$ cat config.mk
export PLATFORM = sky130hd
export DESIGN_NAME = vh_voltage_hold
export DESIGN_NICKNAME = d
export VERILOG_FILES = /design/src/vh_pkg.sv /design/src/vh_voltage_hold.sv
export SDC_FILE = /design/constraint.sdc
export NUM_CORES = 1
export LEC_CHECK = 0
export ABC_CLOCK_PERIOD_IN_PS = 6100
export BUFFER_PORTS_ARGS = -buffer_cell sky130_fd_sc_hd__buf_2
export CORE_AREA = 2 2 144 286
export CTS_CLUSTER_DIAMETER = 50
export DETAILED_ROUTE_END_ITERATION = 8
export DIE_AREA = 0 0 146 288
export GPL_TIMING_DRIVEN = 0
export MAX_ROUTING_LAYER = met4
export PLACE_DENSITY = 0.68
export SLEW_MARGIN = 20
export SYNTH_ARGS = -nofsm -noshare
export SYNTH_HDL_FRONTEND = slang
export SYNTH_SLANG_ARGS = --single-unit
export TNS_END_PERCENT = 5
$ cat constraint.sdc
create_clock -name clk -period 6.1 [get_ports clk]
set_clock_uncertainty 0.15 [all_clocks]
set_input_delay 0.305 -clock clk [delete_from_list [all_inputs] [get_ports clk]]
set_output_delay 0.305 -clock clk [all_outputs]
set_load 0.1 [all_outputs]
$ cat src/vh_pkg.sv
// constants, types and register map of the voltage hold controller
package vh_pkg;

  // ----------------------------------------------------------------
  // register word indices (byte address is four times the index)
  // ----------------------------------------------------------------
  localparam logic [3:0] ADDR_CTRL     = 4'h0;
  localparam logic [3:0] ADDR_THRESH   = 4'h1;
  localparam logic [3:0] ADDR_PICKUP   = 4'h2;
  localparam logic [3:0] ADDR_MAXDUR   = 4'h3;
  localparam logic [3:0] ADDR_NOMFREQ  = 4'h4;
  localparam logic [3:0] ADDR_STATUS   = 4'h5;
  localparam logic [3:0] ADDR_EVT_STAT = 4'h6;
  localparam logic [3:0] ADDR_EVT_CLR  = 4'h7;
  localparam logic [3:0] ADDR_EVT_EN   = 4'h8;

  // ----------------------------------------------------------------
  // field positions
  // ----------------------------------------------------------------
  localparam int CTRL_ENABLE_BIT = 0;
  localparam int CTRL_CUR_EN_BIT = 1;
  localparam int CTRL_FFOL_BIT   = 2;
  localparam int CTRL_USED_LSB   = 3;
  localparam int NPH             = 3;
  localparam int VW              = 16;
  localparam int EVW             = 12;

  localparam int EV_ENABLED  = 0;
  localparam int EV_DISABLED = 1;
  localparam int EV_VLOW_ON  = 2;
  localparam int EV_VLOW_OFF = 3;
  localparam int EV_IHI_ON   = 4;
  localparam int EV_IHI_OFF  = 5;
  localparam int EV_FFOL_ON  = 6;
  localparam int EV_FFOL_OFF = 7;
  localparam int EV_USE_ON   = 8;
  localparam int EV_USE_OFF  = 9;
  localparam int EV_BLK_ON   = 10;
  localparam int EV_BLK_OFF  = 11;

  localparam int STAT_HOLD_BIT  = 0;
  localparam int STAT_VLOW_BIT  = 1;
  localparam int STAT_IHIGH_BIT = 2;
  localparam int STAT_FFOL_BIT  = 3;
  localparam int STAT_BLK_BIT   = 4;
  localparam int STAT_EXP_BIT   = 5;

  // ----------------------------------------------------------------
  // limits (volts in 0.01 V, durations in 10 ms steps) and resets
  // ----------------------------------------------------------------
  localparam logic [15:0] THR_MIN   = 16'h00C8;
  localparam logic [15:0] THR_MAX   = 16'h1388;
  localparam logic [15:0] THR_RST   = 16'h00C8;
  localparam logic [15:0] DUR_MIN   = 16'h0002;
  localparam logic [15:0] DUR_MAX   = 16'h1388;
  localparam logic [15:0] DUR_RST   = 16'h0032;
  localparam logic [15:0] NOMF_RST  = 16'h1388;
  localparam logic [2:0]  USED_RST  = 3'h7;

  // ----------------------------------------------------------------
  // timing
  // ----------------------------------------------------------------
  localparam int CLK_PERIOD_NS = 10;
  localparam int STEP_TIME_US  = 10000;
  localparam int STEP_CYCLES   = STEP_TIME_US * 1000 / CLK_PERIOD_NS;

  typedef enum logic [1:0] {ST_IDLE, ST_HOLD, ST_EXPIRED} vh_state_t;

endpackage

$ cat src/vh_voltage_hold.sv
// voltage hold controller with avalon-mm registers and event interrupt
//
// Design decisions made here: the Avalon-MM register port and the address map.
module vh_voltage_hold
  import vh_pkg::*;
#(
  parameter int TICK_CYCLES = STEP_CYCLES
) (
  input wire logic clk,
  input wire logic reset_n,
  input wire logic cycle_start,
  input wire logic block_in,
  input wire logic [VW-1:0] volt_mag_a,
  input wire logic [VW-1:0] volt_mag_b,
  input wire logic [VW-1:0] volt_mag_c,
  input wire logic [VW-1:0] volt_ang_a,
  input wire logic [VW-1:0] volt_ang_b,
  input wire logic [VW-1:0] volt_ang_c,
  input wire logic [VW-1:0] cur_mag_a,
  input wire logic [VW-1:0] cur_mag_b,
  input wire logic [VW-1:0] cur_mag_c,
  input wire logic [VW-1:0] third_phase_current_freq,
  input wire logic [3:0] avs_address,
  input wire logic avs_read,
  input wire logic avs_write,
  input wire logic [31:0] avs_writedata,
  output logic [31:0] avs_readdata,
  output logic avs_waitrequest,
  output logic hold_active,
  output logic nondir_fallback,
  output logic current_freq_follow,
  output logic [VW-1:0] sample_freq,
  output logic [VW-1:0] hold_amp_a,
  output logic [VW-1:0] hold_amp_b,
  output logic [VW-1:0] hold_amp_c,
  output logic [VW-1:0] hold_ang_a,
  output logic [VW-1:0] hold_ang_b,
  output logic [VW-1:0] hold_ang_c,
  output logic irq
);

  // ----------------------------------------------------------------
  // state
  // ----------------------------------------------------------------
  typedef struct packed {
    logic blk_s1;
    logic blk_s2;
    logic enable;
    logic cur_en;
    logic ffol_en;
    logic [NPH-1:0] used;
    logic [VW-1:0] thr;
    logic [VW-1:0] pick;
    logic [VW-1:0] maxdur;
    logic [VW-1:0] nomf;
    vh_state_t st;
    logic [31:0] presc;
    logic [VW-1:0] dur;
    logic blk;
    logic vlow;
    logic ihigh;
    logic ffol;
    logic [EVW-1:0] evt;
    logic [EVW-1:0] evt_en;
    logic [NPH-1:0][VW-1:0] vout;
    logic [NPH-1:0][VW-1:0] aout;
    logic [VW-1:0] sfreq;
    logic ack;
    logic [31:0] rdata;
  } vh_regs_t;

  localparam vh_regs_t RST = '{thr: THR_RST, maxdur: DUR_RST, nomf: NOMF_RST,
                               used: USED_RST, st: ST_IDLE, default: '0};

  vh_regs_t s_reg;
  vh_regs_t s_next;

  logic [NPH-1:0][VW-1:0] vin;
  logic [NPH-1:0][VW-1:0] ain;
  logic [NPH-1:0][VW-1:0] iin;
  logic vlow_c;
  logic ihigh_c;
  logic engage_c;
  logic [EVW-1:0] evt_set;
  logic [EVW-1:0] evt_clr;

  assign vin = {volt_mag_c, volt_mag_b, volt_mag_a};
  assign ain = {volt_ang_c, volt_ang_b, volt_ang_a};
  assign iin = {cur_mag_c, cur_mag_b, cur_mag_a};

  // ----------------------------------------------------------------
  // helpers
  // ----------------------------------------------------------------
  function automatic logic [VW-1:0] clamp(input logic [VW-1:0] v,
                                          input logic [VW-1:0] lo,
                                          input logic [VW-1:0] hi);
    logic [VW-1:0] r;
    r = v;
    if (v < lo) begin
      r = lo;
    end else if (v > hi) begin
      r = hi;
    end
    return r;
  endfunction

  function automatic logic [1:0] edges(input logic now, input logic was);
    return {~now & was, now & ~was};
  endfunction

  function automatic logic [31:0] rd_word(input vh_regs_t s, input logic [3:0] a);
    logic [31:0] w;
    w = '0;
    case (a)
      ADDR_CTRL: begin
        w[CTRL_ENABLE_BIT] = s.enable;
        w[CTRL_CUR_EN_BIT] = s.cur_en;
        w[CTRL_FFOL_BIT] = s.ffol_en;
        w[CTRL_USED_LSB +: NPH] = s.used;
      end
      ADDR_THRESH: w[VW-1:0] = s.thr;
      ADDR_PICKUP: w[VW-1:0] = s.pick;
      ADDR_MAXDUR: w[VW-1:0] = s.maxdur;
      ADDR_NOMFREQ: w[VW-1:0] = s.nomf;
      ADDR_STATUS: begin
        w[STAT_HOLD_BIT] = s.st == ST_HOLD;
        w[STAT_VLOW_BIT] = s.vlow;
        w[STAT_IHIGH_BIT] = s.ihigh;
        w[STAT_FFOL_BIT] = s.ffol;
        w[STAT_BLK_BIT] = s.blk;
        w[STAT_EXP_BIT] = s.st == ST_EXPIRED;
      end
      ADDR_EVT_STAT: w[EVW-1:0] = s.evt;
      ADDR_EVT_EN: w[EVW-1:0] = s.evt_en;
      default: w = '0;
    endcase
    return w;
  endfunction

  // ----------------------------------------------------------------
  // next state
  // ----------------------------------------------------------------
  always_comb begin
    s_next = s_reg;
    s_next.blk_s1 = block_in;
    s_next.blk_s2 = s_reg.blk_s1;

    vlow_c = |s_reg.used;
    ihigh_c = 1'b0;
    for (int i = 0; i < NPH; i++) begin
      if (s_reg.used[i] && vin[i] >= s_reg.thr) begin
        vlow_c = 1'b0;
      end
      if (iin[i] > s_reg.pick) begin
        ihigh_c = 1'b1;
      end
    end
    engage_c = s_reg.enable & vlow_c & (~s_reg.cur_en | ihigh_c) & ~s_reg.blk_s2;

    // bus slave: one wait cycle, then answer
    evt_clr = '0;
    s_next.ack = (avs_read | avs_write) & ~s_reg.ack;
    if (avs_read && !s_reg.ack) begin
      s_next.rdata = rd_word(s_reg, avs_address);
    end
    if (avs_write && !s_reg.ack) begin
      case (avs_address)
        ADDR_CTRL: begin
          s_next.enable = avs_writedata[CTRL_ENABLE_BIT];
          s_next.cur_en = avs_writedata[CTRL_CUR_EN_BIT];
          s_next.ffol_en = avs_writedata[CTRL_FFOL_BIT];
          s_next.used = avs_writedata[CTRL_USED_LSB +: NPH];
        end
        ADDR_THRESH: s_next.thr = clamp(avs_writedata[VW-1:0], THR_MIN, THR_MAX);
        ADDR_PICKUP: s_next.pick = avs_writedata[VW-1:0];
        ADDR_MAXDUR: s_next.maxdur = clamp(avs_writedata[VW-1:0], DUR_MIN, DUR_MAX);
        ADDR_NOMFREQ: s_next.nomf = avs_writedata[VW-1:0];
        ADDR_EVT_CLR: evt_clr = avs_writedata[EVW-1:0];
        ADDR_EVT_EN: s_next.evt_en = avs_writedata[EVW-1:0];
        default: s_next.evt_en = s_reg.evt_en;
      endcase
    end

    // program cycle sampling
    if (cycle_start) begin
      s_next.blk = s_reg.blk_s2;
      s_next.vlow = vlow_c;
      s_next.ihigh = ihigh_c;
      s_next.ffol = s_reg.ffol_en & s_reg.enable & vlow_c;
    end

    // definite-time duration counter
    if (s_reg.st == ST_HOLD) begin
      if (s_reg.presc == 32'(TICK_CYCLES - 1)) begin
        s_next.presc = '0;
        s_next.dur = s_reg.dur + 16'h0001;
      end else begin
        s_next.presc = s_reg.presc + 32'h1;
      end
    end else begin
      s_next.presc = '0;
      s_next.dur = '0;
    end

    case (s_reg.st)
      ST_IDLE: begin
        if (cycle_start && engage_c) begin
          s_next.st = ST_HOLD;
        end
      end
      ST_HOLD: begin
        if (s_reg.dur >= s_reg.maxdur) begin
          s_next.st = ST_EXPIRED;
        end else if (cycle_start && (s_reg.blk_s2 || !vlow_c)) begin
          s_next.st = ST_IDLE;
        end
      end
      ST_EXPIRED: begin
        if (cycle_start && !vlow_c) begin
          s_next.st = ST_IDLE;
        end
      end
      default: s_next.st = ST_IDLE;
    endcase
    if (!s_reg.enable) begin
      s_next.st = ST_IDLE;
    end

    // substituted amplitude and frozen angle
    for (int i = 0; i < NPH; i++) begin
      if (s_next.st == ST_HOLD) begin
        s_next.vout[i] = s_reg.thr;
        s_next.aout[i] = s_reg.aout[i];
      end else begin
        s_next.vout[i] = vin[i];
        s_next.aout[i] = ain[i];
      end
    end
    s_next.sfreq = s_next.ffol ? third_phase_current_freq : s_reg.nomf;

    // events, set wins over clear
    evt_set[EV_DISABLED:EV_ENABLED] = edges(s_next.enable, s_reg.enable);
    evt_set[EV_VLOW_OFF:EV_VLOW_ON] = edges(s_next.vlow, s_reg.vlow);
    evt_set[EV_IHI_OFF:EV_IHI_ON] = edges(s_next.ihigh, s_reg.ihigh);
    evt_set[EV_FFOL_OFF:EV_FFOL_ON] = edges(s_next.ffol, s_reg.ffol);
    evt_set[EV_USE_OFF:EV_USE_ON] = edges(s_next.st == ST_HOLD, s_reg.st == ST_HOLD);
    evt_set[EV_BLK_OFF:EV_BLK_ON] = edges(s_next.blk, s_reg.blk);
    s_next.evt = (s_reg.evt & ~evt_clr) | evt_set;
  end

  always_ff @(posedge clk or negedge reset_n) begin
    if (!reset_n) begin
      s_reg <= RST;
    end else begin
      s_reg <= s_next;
    end
  end

  // ----------------------------------------------------------------
  // outputs
  // ----------------------------------------------------------------
  assign avs_waitrequest = (avs_read | avs_write) & ~s_reg.ack;
  assign avs_readdata = s_reg.rdata;
  assign hold_active = s_reg.st == ST_HOLD;
  assign nondir_fallback = s_reg.st == ST_EXPIRED;
  assign current_freq_follow = s_reg.ffol;
  assign sample_freq = s_reg.sfreq;
  assign hold_amp_a = s_reg.vout[0];
  assign hold_amp_b = s_reg.vout[1];
  assign hold_amp_c = s_reg.vout[2];
  assign hold_ang_a = s_reg.aout[0];
  assign hold_ang_b = s_reg.aout[1];
  assign hold_ang_c = s_reg.aout[2];
  assign irq = |(s_reg.evt & s_reg.evt_en);
endmodule

== Word-level counts from Yosys, hierarchy flattened ==
Cells that the tools add are included.
Widths: inputs -> output; s select.

* Register bits: 279
* Input bits: 202
* Output and inout port bits: 149
* Logic and storage cells: 147

* Add/sub/neg operators: 2
* Magnitude comparators: 10
* Eq/ne operators: 13
* Mux-type cells: 34
* Bitwise logic cells: 39
* Reduce and logical (&&, ||, !) cells: 21

{| class="wikitable"
|+ Operator list
! operator !! number
|-
| $mux 16 || 12
|-
| $mux 70 || 1
|-
| $ge 16x16->1 || 4
|-
| $gt 16x16->1 || 3
|-
| $mux 48 || 1
|-
| $pmux 6 s8 || 1
|-
| $pmux 6 s6 || 1
|-
| $add 32x1->32 const B || 1
|-
| $eq 32x20->1 const B || 1
|-
| $mux 32 || 1
|-
| $and 12x12->12 || 2
|-
| $mux 12 || 2
|-
| $and 1x1->1 || 18
|-
| $add 16x1->16 const B || 1
|-
| $eq 4x3->1 const B || 4
|-
| $gt 16x13->1 const B || 1
|-
| $lt 16x2->1 const B || 1
|-
| $lt 16x8->1 const B || 1
|-
| $pmux 4 s4 || 1
|-
| $not 1->1 || 15
|-
| $not 12->12 || 1
|-
| $or 12x12->12 || 1
|-
| $reduce_and 2->1 || 6
|-
| $reduce_or 12->1 || 1
|-
| other kinds (18) || 38
|}

== Longest topological paths before layout ==
* Depth in word-level cells: 16
* Depth in mapped cells: 12

== Least setup slack after synthesis ==
OpenSTA, ideal clock, no wires.

* Kind: reg2reg
* Start point: register s_reg[222] in the netlist's numbering
* End point: register s_reg (netlist bit hold_ang_c[5])
* Arrival: 2764 ps
* Data required time: 5863 ps
* Path slack: 3099 ps
* Stages on the path, launching flop included: 10
* Clock period less this slack: 3001 ps
* Path through: dfrtp_1 nand2b_1 buf_2 inv_1 nand2_1 or2_2 buf_2 clkbuf_1 o311a_1 o211ai_1

* Elaborated cells between the ends (all ways): 10
* Classes of those cells: eq/ne: 3; mux: 6; reduce/logical: 1

{| class="wikitable"
|+ RTL lines
! what !! RTL line !! source
|-
| start, declared || vh_voltage_hold.sv:75 || <nowiki>vh_regs_t s_reg;</nowiki>
|-
| start signal, assigned || vh_voltage_hold.sv:255 || <nowiki>s_reg <= s_next;</nowiki>
|-
| $eq 2x1->1 || -- ||
|-
| net hold_active || vh_voltage_hold.sv:29 || <nowiki>output logic hold_active,</nowiki>
|-
| $pmux 2 s3 || vh_voltage_hold.sv:205 || <nowiki>case (s_reg.st)</nowiki>
|-
| $mux 2 || vh_voltage_hold.sv:225 || <nowiki>if (!s_reg.enable) begin</nowiki>
|-
| $eq 2x1->1 || vh_voltage_hold.sv:231 || <nowiki>if (s_next.st == ST_HOLD) begin</nowiki>
|}

The timed path passes the listed nets, and every way through them passes these cells.
A chain may end at the register's enable or synchronous reset.

==> out/metrics.cfg <==
[status]
run_status = finished clean

[timing]
max_freq_mhz = 220
max_slew_margin = 0.160
grt_setup_unrepaired = false
worst_pin_slew_ns = 1.25
final_hold_viol_count = 0
fin_crit_sh = 0.744
slew_viol_final = 0
finalSetupViolCount = 0
post-route-min-period_ns = 4.54

[synth]
synth-edff-count = 0
ys_warn_count = 0
synth_area_per_cell_um2 = 9.23
syn_area_um2 = 18800
synth_top_cell_by_area = dfrtp_1
synth-async-reset-ratio = 1.00
synth_area_leaders = dfrtp_1 35%, ha_1 7.6%, buf_4 5.8%, nand2_1 4.0%, o311ai_1 3.2%
synthDistinctLibCells = 83
ys_ff_latch = 279
ys_seq_area_frac = 0.372
yosysTopAreaCellShare = 0.352
synth_flop_cell = dfrtp_1
synthCells = 2038

[power_and_ir_drop]
swShare = 0.462
leakage_nw = 10.3
power_w = 0.00771
pwr-share-comb = 0.448
clkPwrFrac = 0.233
ir_drop_v = 0.000306
power_density_nw_per_um2 = 334
p_int_w = 0.00415
switchingPower_w = 0.00356
power_frac_seq = 0.318

[setup_path]
crit_top_cell = nand4_1
path_max_fanout = 10
crit_type = flip-flop to flip-flop
crit_path_end_kind = flip-flop
critPathArrivalTime_ns = 4.75
cp_cell_sequence = inv_1 > ha_1 > nand4_1 > or3_1 > nor4_2 > o32ai_4 > nand4_1 > nor2_2 > clkbuf_1 > o311ai_1
worst_setup_path_start_kind = flip-flop
worst_path_max_delay_cell = o311ai_1
worstPathRequired_ns = 6.31
cp_slowest_stage_delay_ns = 0.92

[clock_network]
cts_buffers = 28
clk_pin_slew_ns = 0.07
cts_resized = 0
cts_sinks = 279
cts-root-buf = clkbuf_16
cts_tree = yes
insertion_delay_ns = 0.58
cts_max_level = 1
clockBufferDepth = 3

[detailed_routing]
vias_per_cell = 6.17
drt_iter0_markers = 1625
met1_length_um = 24500
wirelength_um = 75700
drt_first_pass_iters = 8
highest_layer = met4
wl_met3_um = 5360
routedWlPerCell_um = 24.9
post-route-drc-count = 0
met2_length_um = 38700
ant_nets = 0
dr_total_vias = 18774

[floorplan]
die_h_um = 288
die_area_um2 = 42000
die-width_um = 146
ios = 351
start_util = 0.470
num_rows = 104
core-area_um2 = 40100

[job]
drv_cap = 0

[cells_and_area]
finalNetCount = 2804
largest_reg_flops = 149
fin_area_um2 = 23100
area_growth_pct = 22.6
layout-drive-gt1-share = 0.253
stdcell_count = 3041
nFillCells = 3669

[grt]
antenna_found_initial = 3
grt_overflow = 0
grt_max_degree = 95
track_usage = 0.360
grt_pass1_vias = 19143
grt_pass1_wl_um = 113000

[place]
place.gp.congestion = 1.05
hpwl_um = 58500
post_dp_cell_area_um2 = 21200
dpl.cell_count = 2898
io_buffers = 312

[worst_hold_path]
min_path_type = primary input to flip-flop

cell type report:
class                           count  area, um2  share of cell area
Antenna cell                        4       10.0            0.000434
Timing Repair Buffer              405       2550               0.111
Clock inverter                     15        181             0.00786
Clock buffer                       34        763              0.0331
Tap cell                          530        663              0.0287
Multi-Input combinational cell   1370       9790               0.424
Buffer                            286       1670              0.0723
Inverter                          118        443              0.0192
Sequential cell                   279       7000               0.303
Yosys cell counts, drive strengths merged, types with 6 or more instances:
master	count
nand4	27
nand3	24
dfrtp	265
inv	117
a21oi	64
nor2	132
a21o	16
and3	16
and2	7
xor2	25
nor4	15
nor2b	11
buf	186
or3	73
a311oi	48
o311ai	97
a222oi	16
o22ai	7
xnor2	14
a211oi	56
nand2b	53
o311a	50
a22oi	14
dfstp	14
o21a	6
mux2	59
a22o	28
clkbuf	100
nand2	200
nor3	31
o31ai	6
o211ai	52
ha	114
o21ai	47
critical path, delay by kind of cell, from the launching register on:
family	cells	cell delay [ns]
fa+ha+maj	1	0.36
buf+inv	2	0.51
flops	1	0.51
compound gates	2	1.15
simple gates	5	1.64
power groups by stage:
stage               Clock [W]  Combinational [W]  Sequential [W]
finish                0.00180            0.00346         0.00246
global route          0.00191            0.00365         0.00247
CTS                   0.00182            0.00341         0.00244
detailed placement          0            0.00336         0.00247
global placement            0            0.00329         0.00246
floorplan                   0            0.00258         0.00231
stage by stage:
step / hold WS, ns / util / TNS, ns / setup WS, ns
final: 0.0221 / 0.576 / 0 / 1.56
after global placement: 0.187 / 0.527 / -149.80 / -0.606
after global routing: 0.0167 / 0.576 / 0 / 1.55
after detailed placement: 0.0295 / 0.529 / 0 / 1.84
after CTS: 0.00201 / 0.575 / 0 / 1.79
after floorplan: -0.141 / - / 0 / 3.10
path summary, 6_finish.rpt:
check                                             from                        to  slack, ns  cells after the start
worst max-delay path            s_reg[286]$_DFFE_PN0P_  hold_amp_a[11]$_DFF_PN0_       1.56                     10
worst min-delay path                     volt_mag_b[5]   hold_amp_b[5]$_DFF_PN0_       0.02                      3
worst max register to register  s_reg[286]$_DFFE_PN0P_  hold_amp_a[11]$_DFF_PN0_       1.56                     10
worst min register to register   s_next[293]$_DFF_PN0_      s_reg[293]$_DFF_PN0_       0.20                      0
max in group asynchronous                      reset_n    s_reg[244]$_DFFE_PN1P_       4.69                      4
min in group asynchronous                      reset_n   hold_amp_a[0]$_DFF_PN0_       0.03                      2
layout by cell type, fill, tap and decap left out, types with 6 or more instances in the layout:
master	count
buf_1	11
inv_1	117
a222oi_1	16
o311a_1	50
buf_4	145
dfrtp_1	265
nor2b_1	11
mux2_2	51
or3_1	73
xnor2_1	14
clkbuf_16	28
o21ai_0	44
a311oi_1	48
buf_2	339
xor2_1	25
o22ai_1	7
and3_1	16
a22oi_1	13
o21a_1	6
a211oi_1	56
dfstp_2	14
nor2_1	131
a22o_1	28
o311ai_0	28
a21o_1	16
ha_1	114
and2_1	6
a21oi_1	62
nand2_1	200
nor4_1	11
o311ai_1	68
o211ai_1	51
nand4_1	27
nand2b_1	52
nor3_1	30
dlygate4sd3_1	90
mux2_4	8
clkbuf_1	102
conb_1	16
nand3_1	24
repair_timing:
item	4_1_cts	5_1_grt
setup buffers	0	0
hold endpoints to repair	292	0
hold buffers	90	0
per-layer routing:
| layer | vias up | global-route usage |
|---|---|---|
| met5 | - | - |
| met4 | 0 | 0.273 |
| met3 | 343 | 0.0616 |
| met2 | 1075 | 0.641 |
| met1 | 9034 | 0.346 |
| li1 | 8322 | - |
cells by family after synthesis:
group,Yosys count,synth area share
AOI/OAI and AO/OA,541,0.229
xor gates and xnor gates,39,0.0181
adders and majority gates,114,0.0758
buffers and inverters,404,0.112
DFF,279,0.372
muxes,60,0.0374
other,1,0.000199
and+or+nand+nor,600,0.155
No activity file was read; power rests on OpenSTA's default activity.
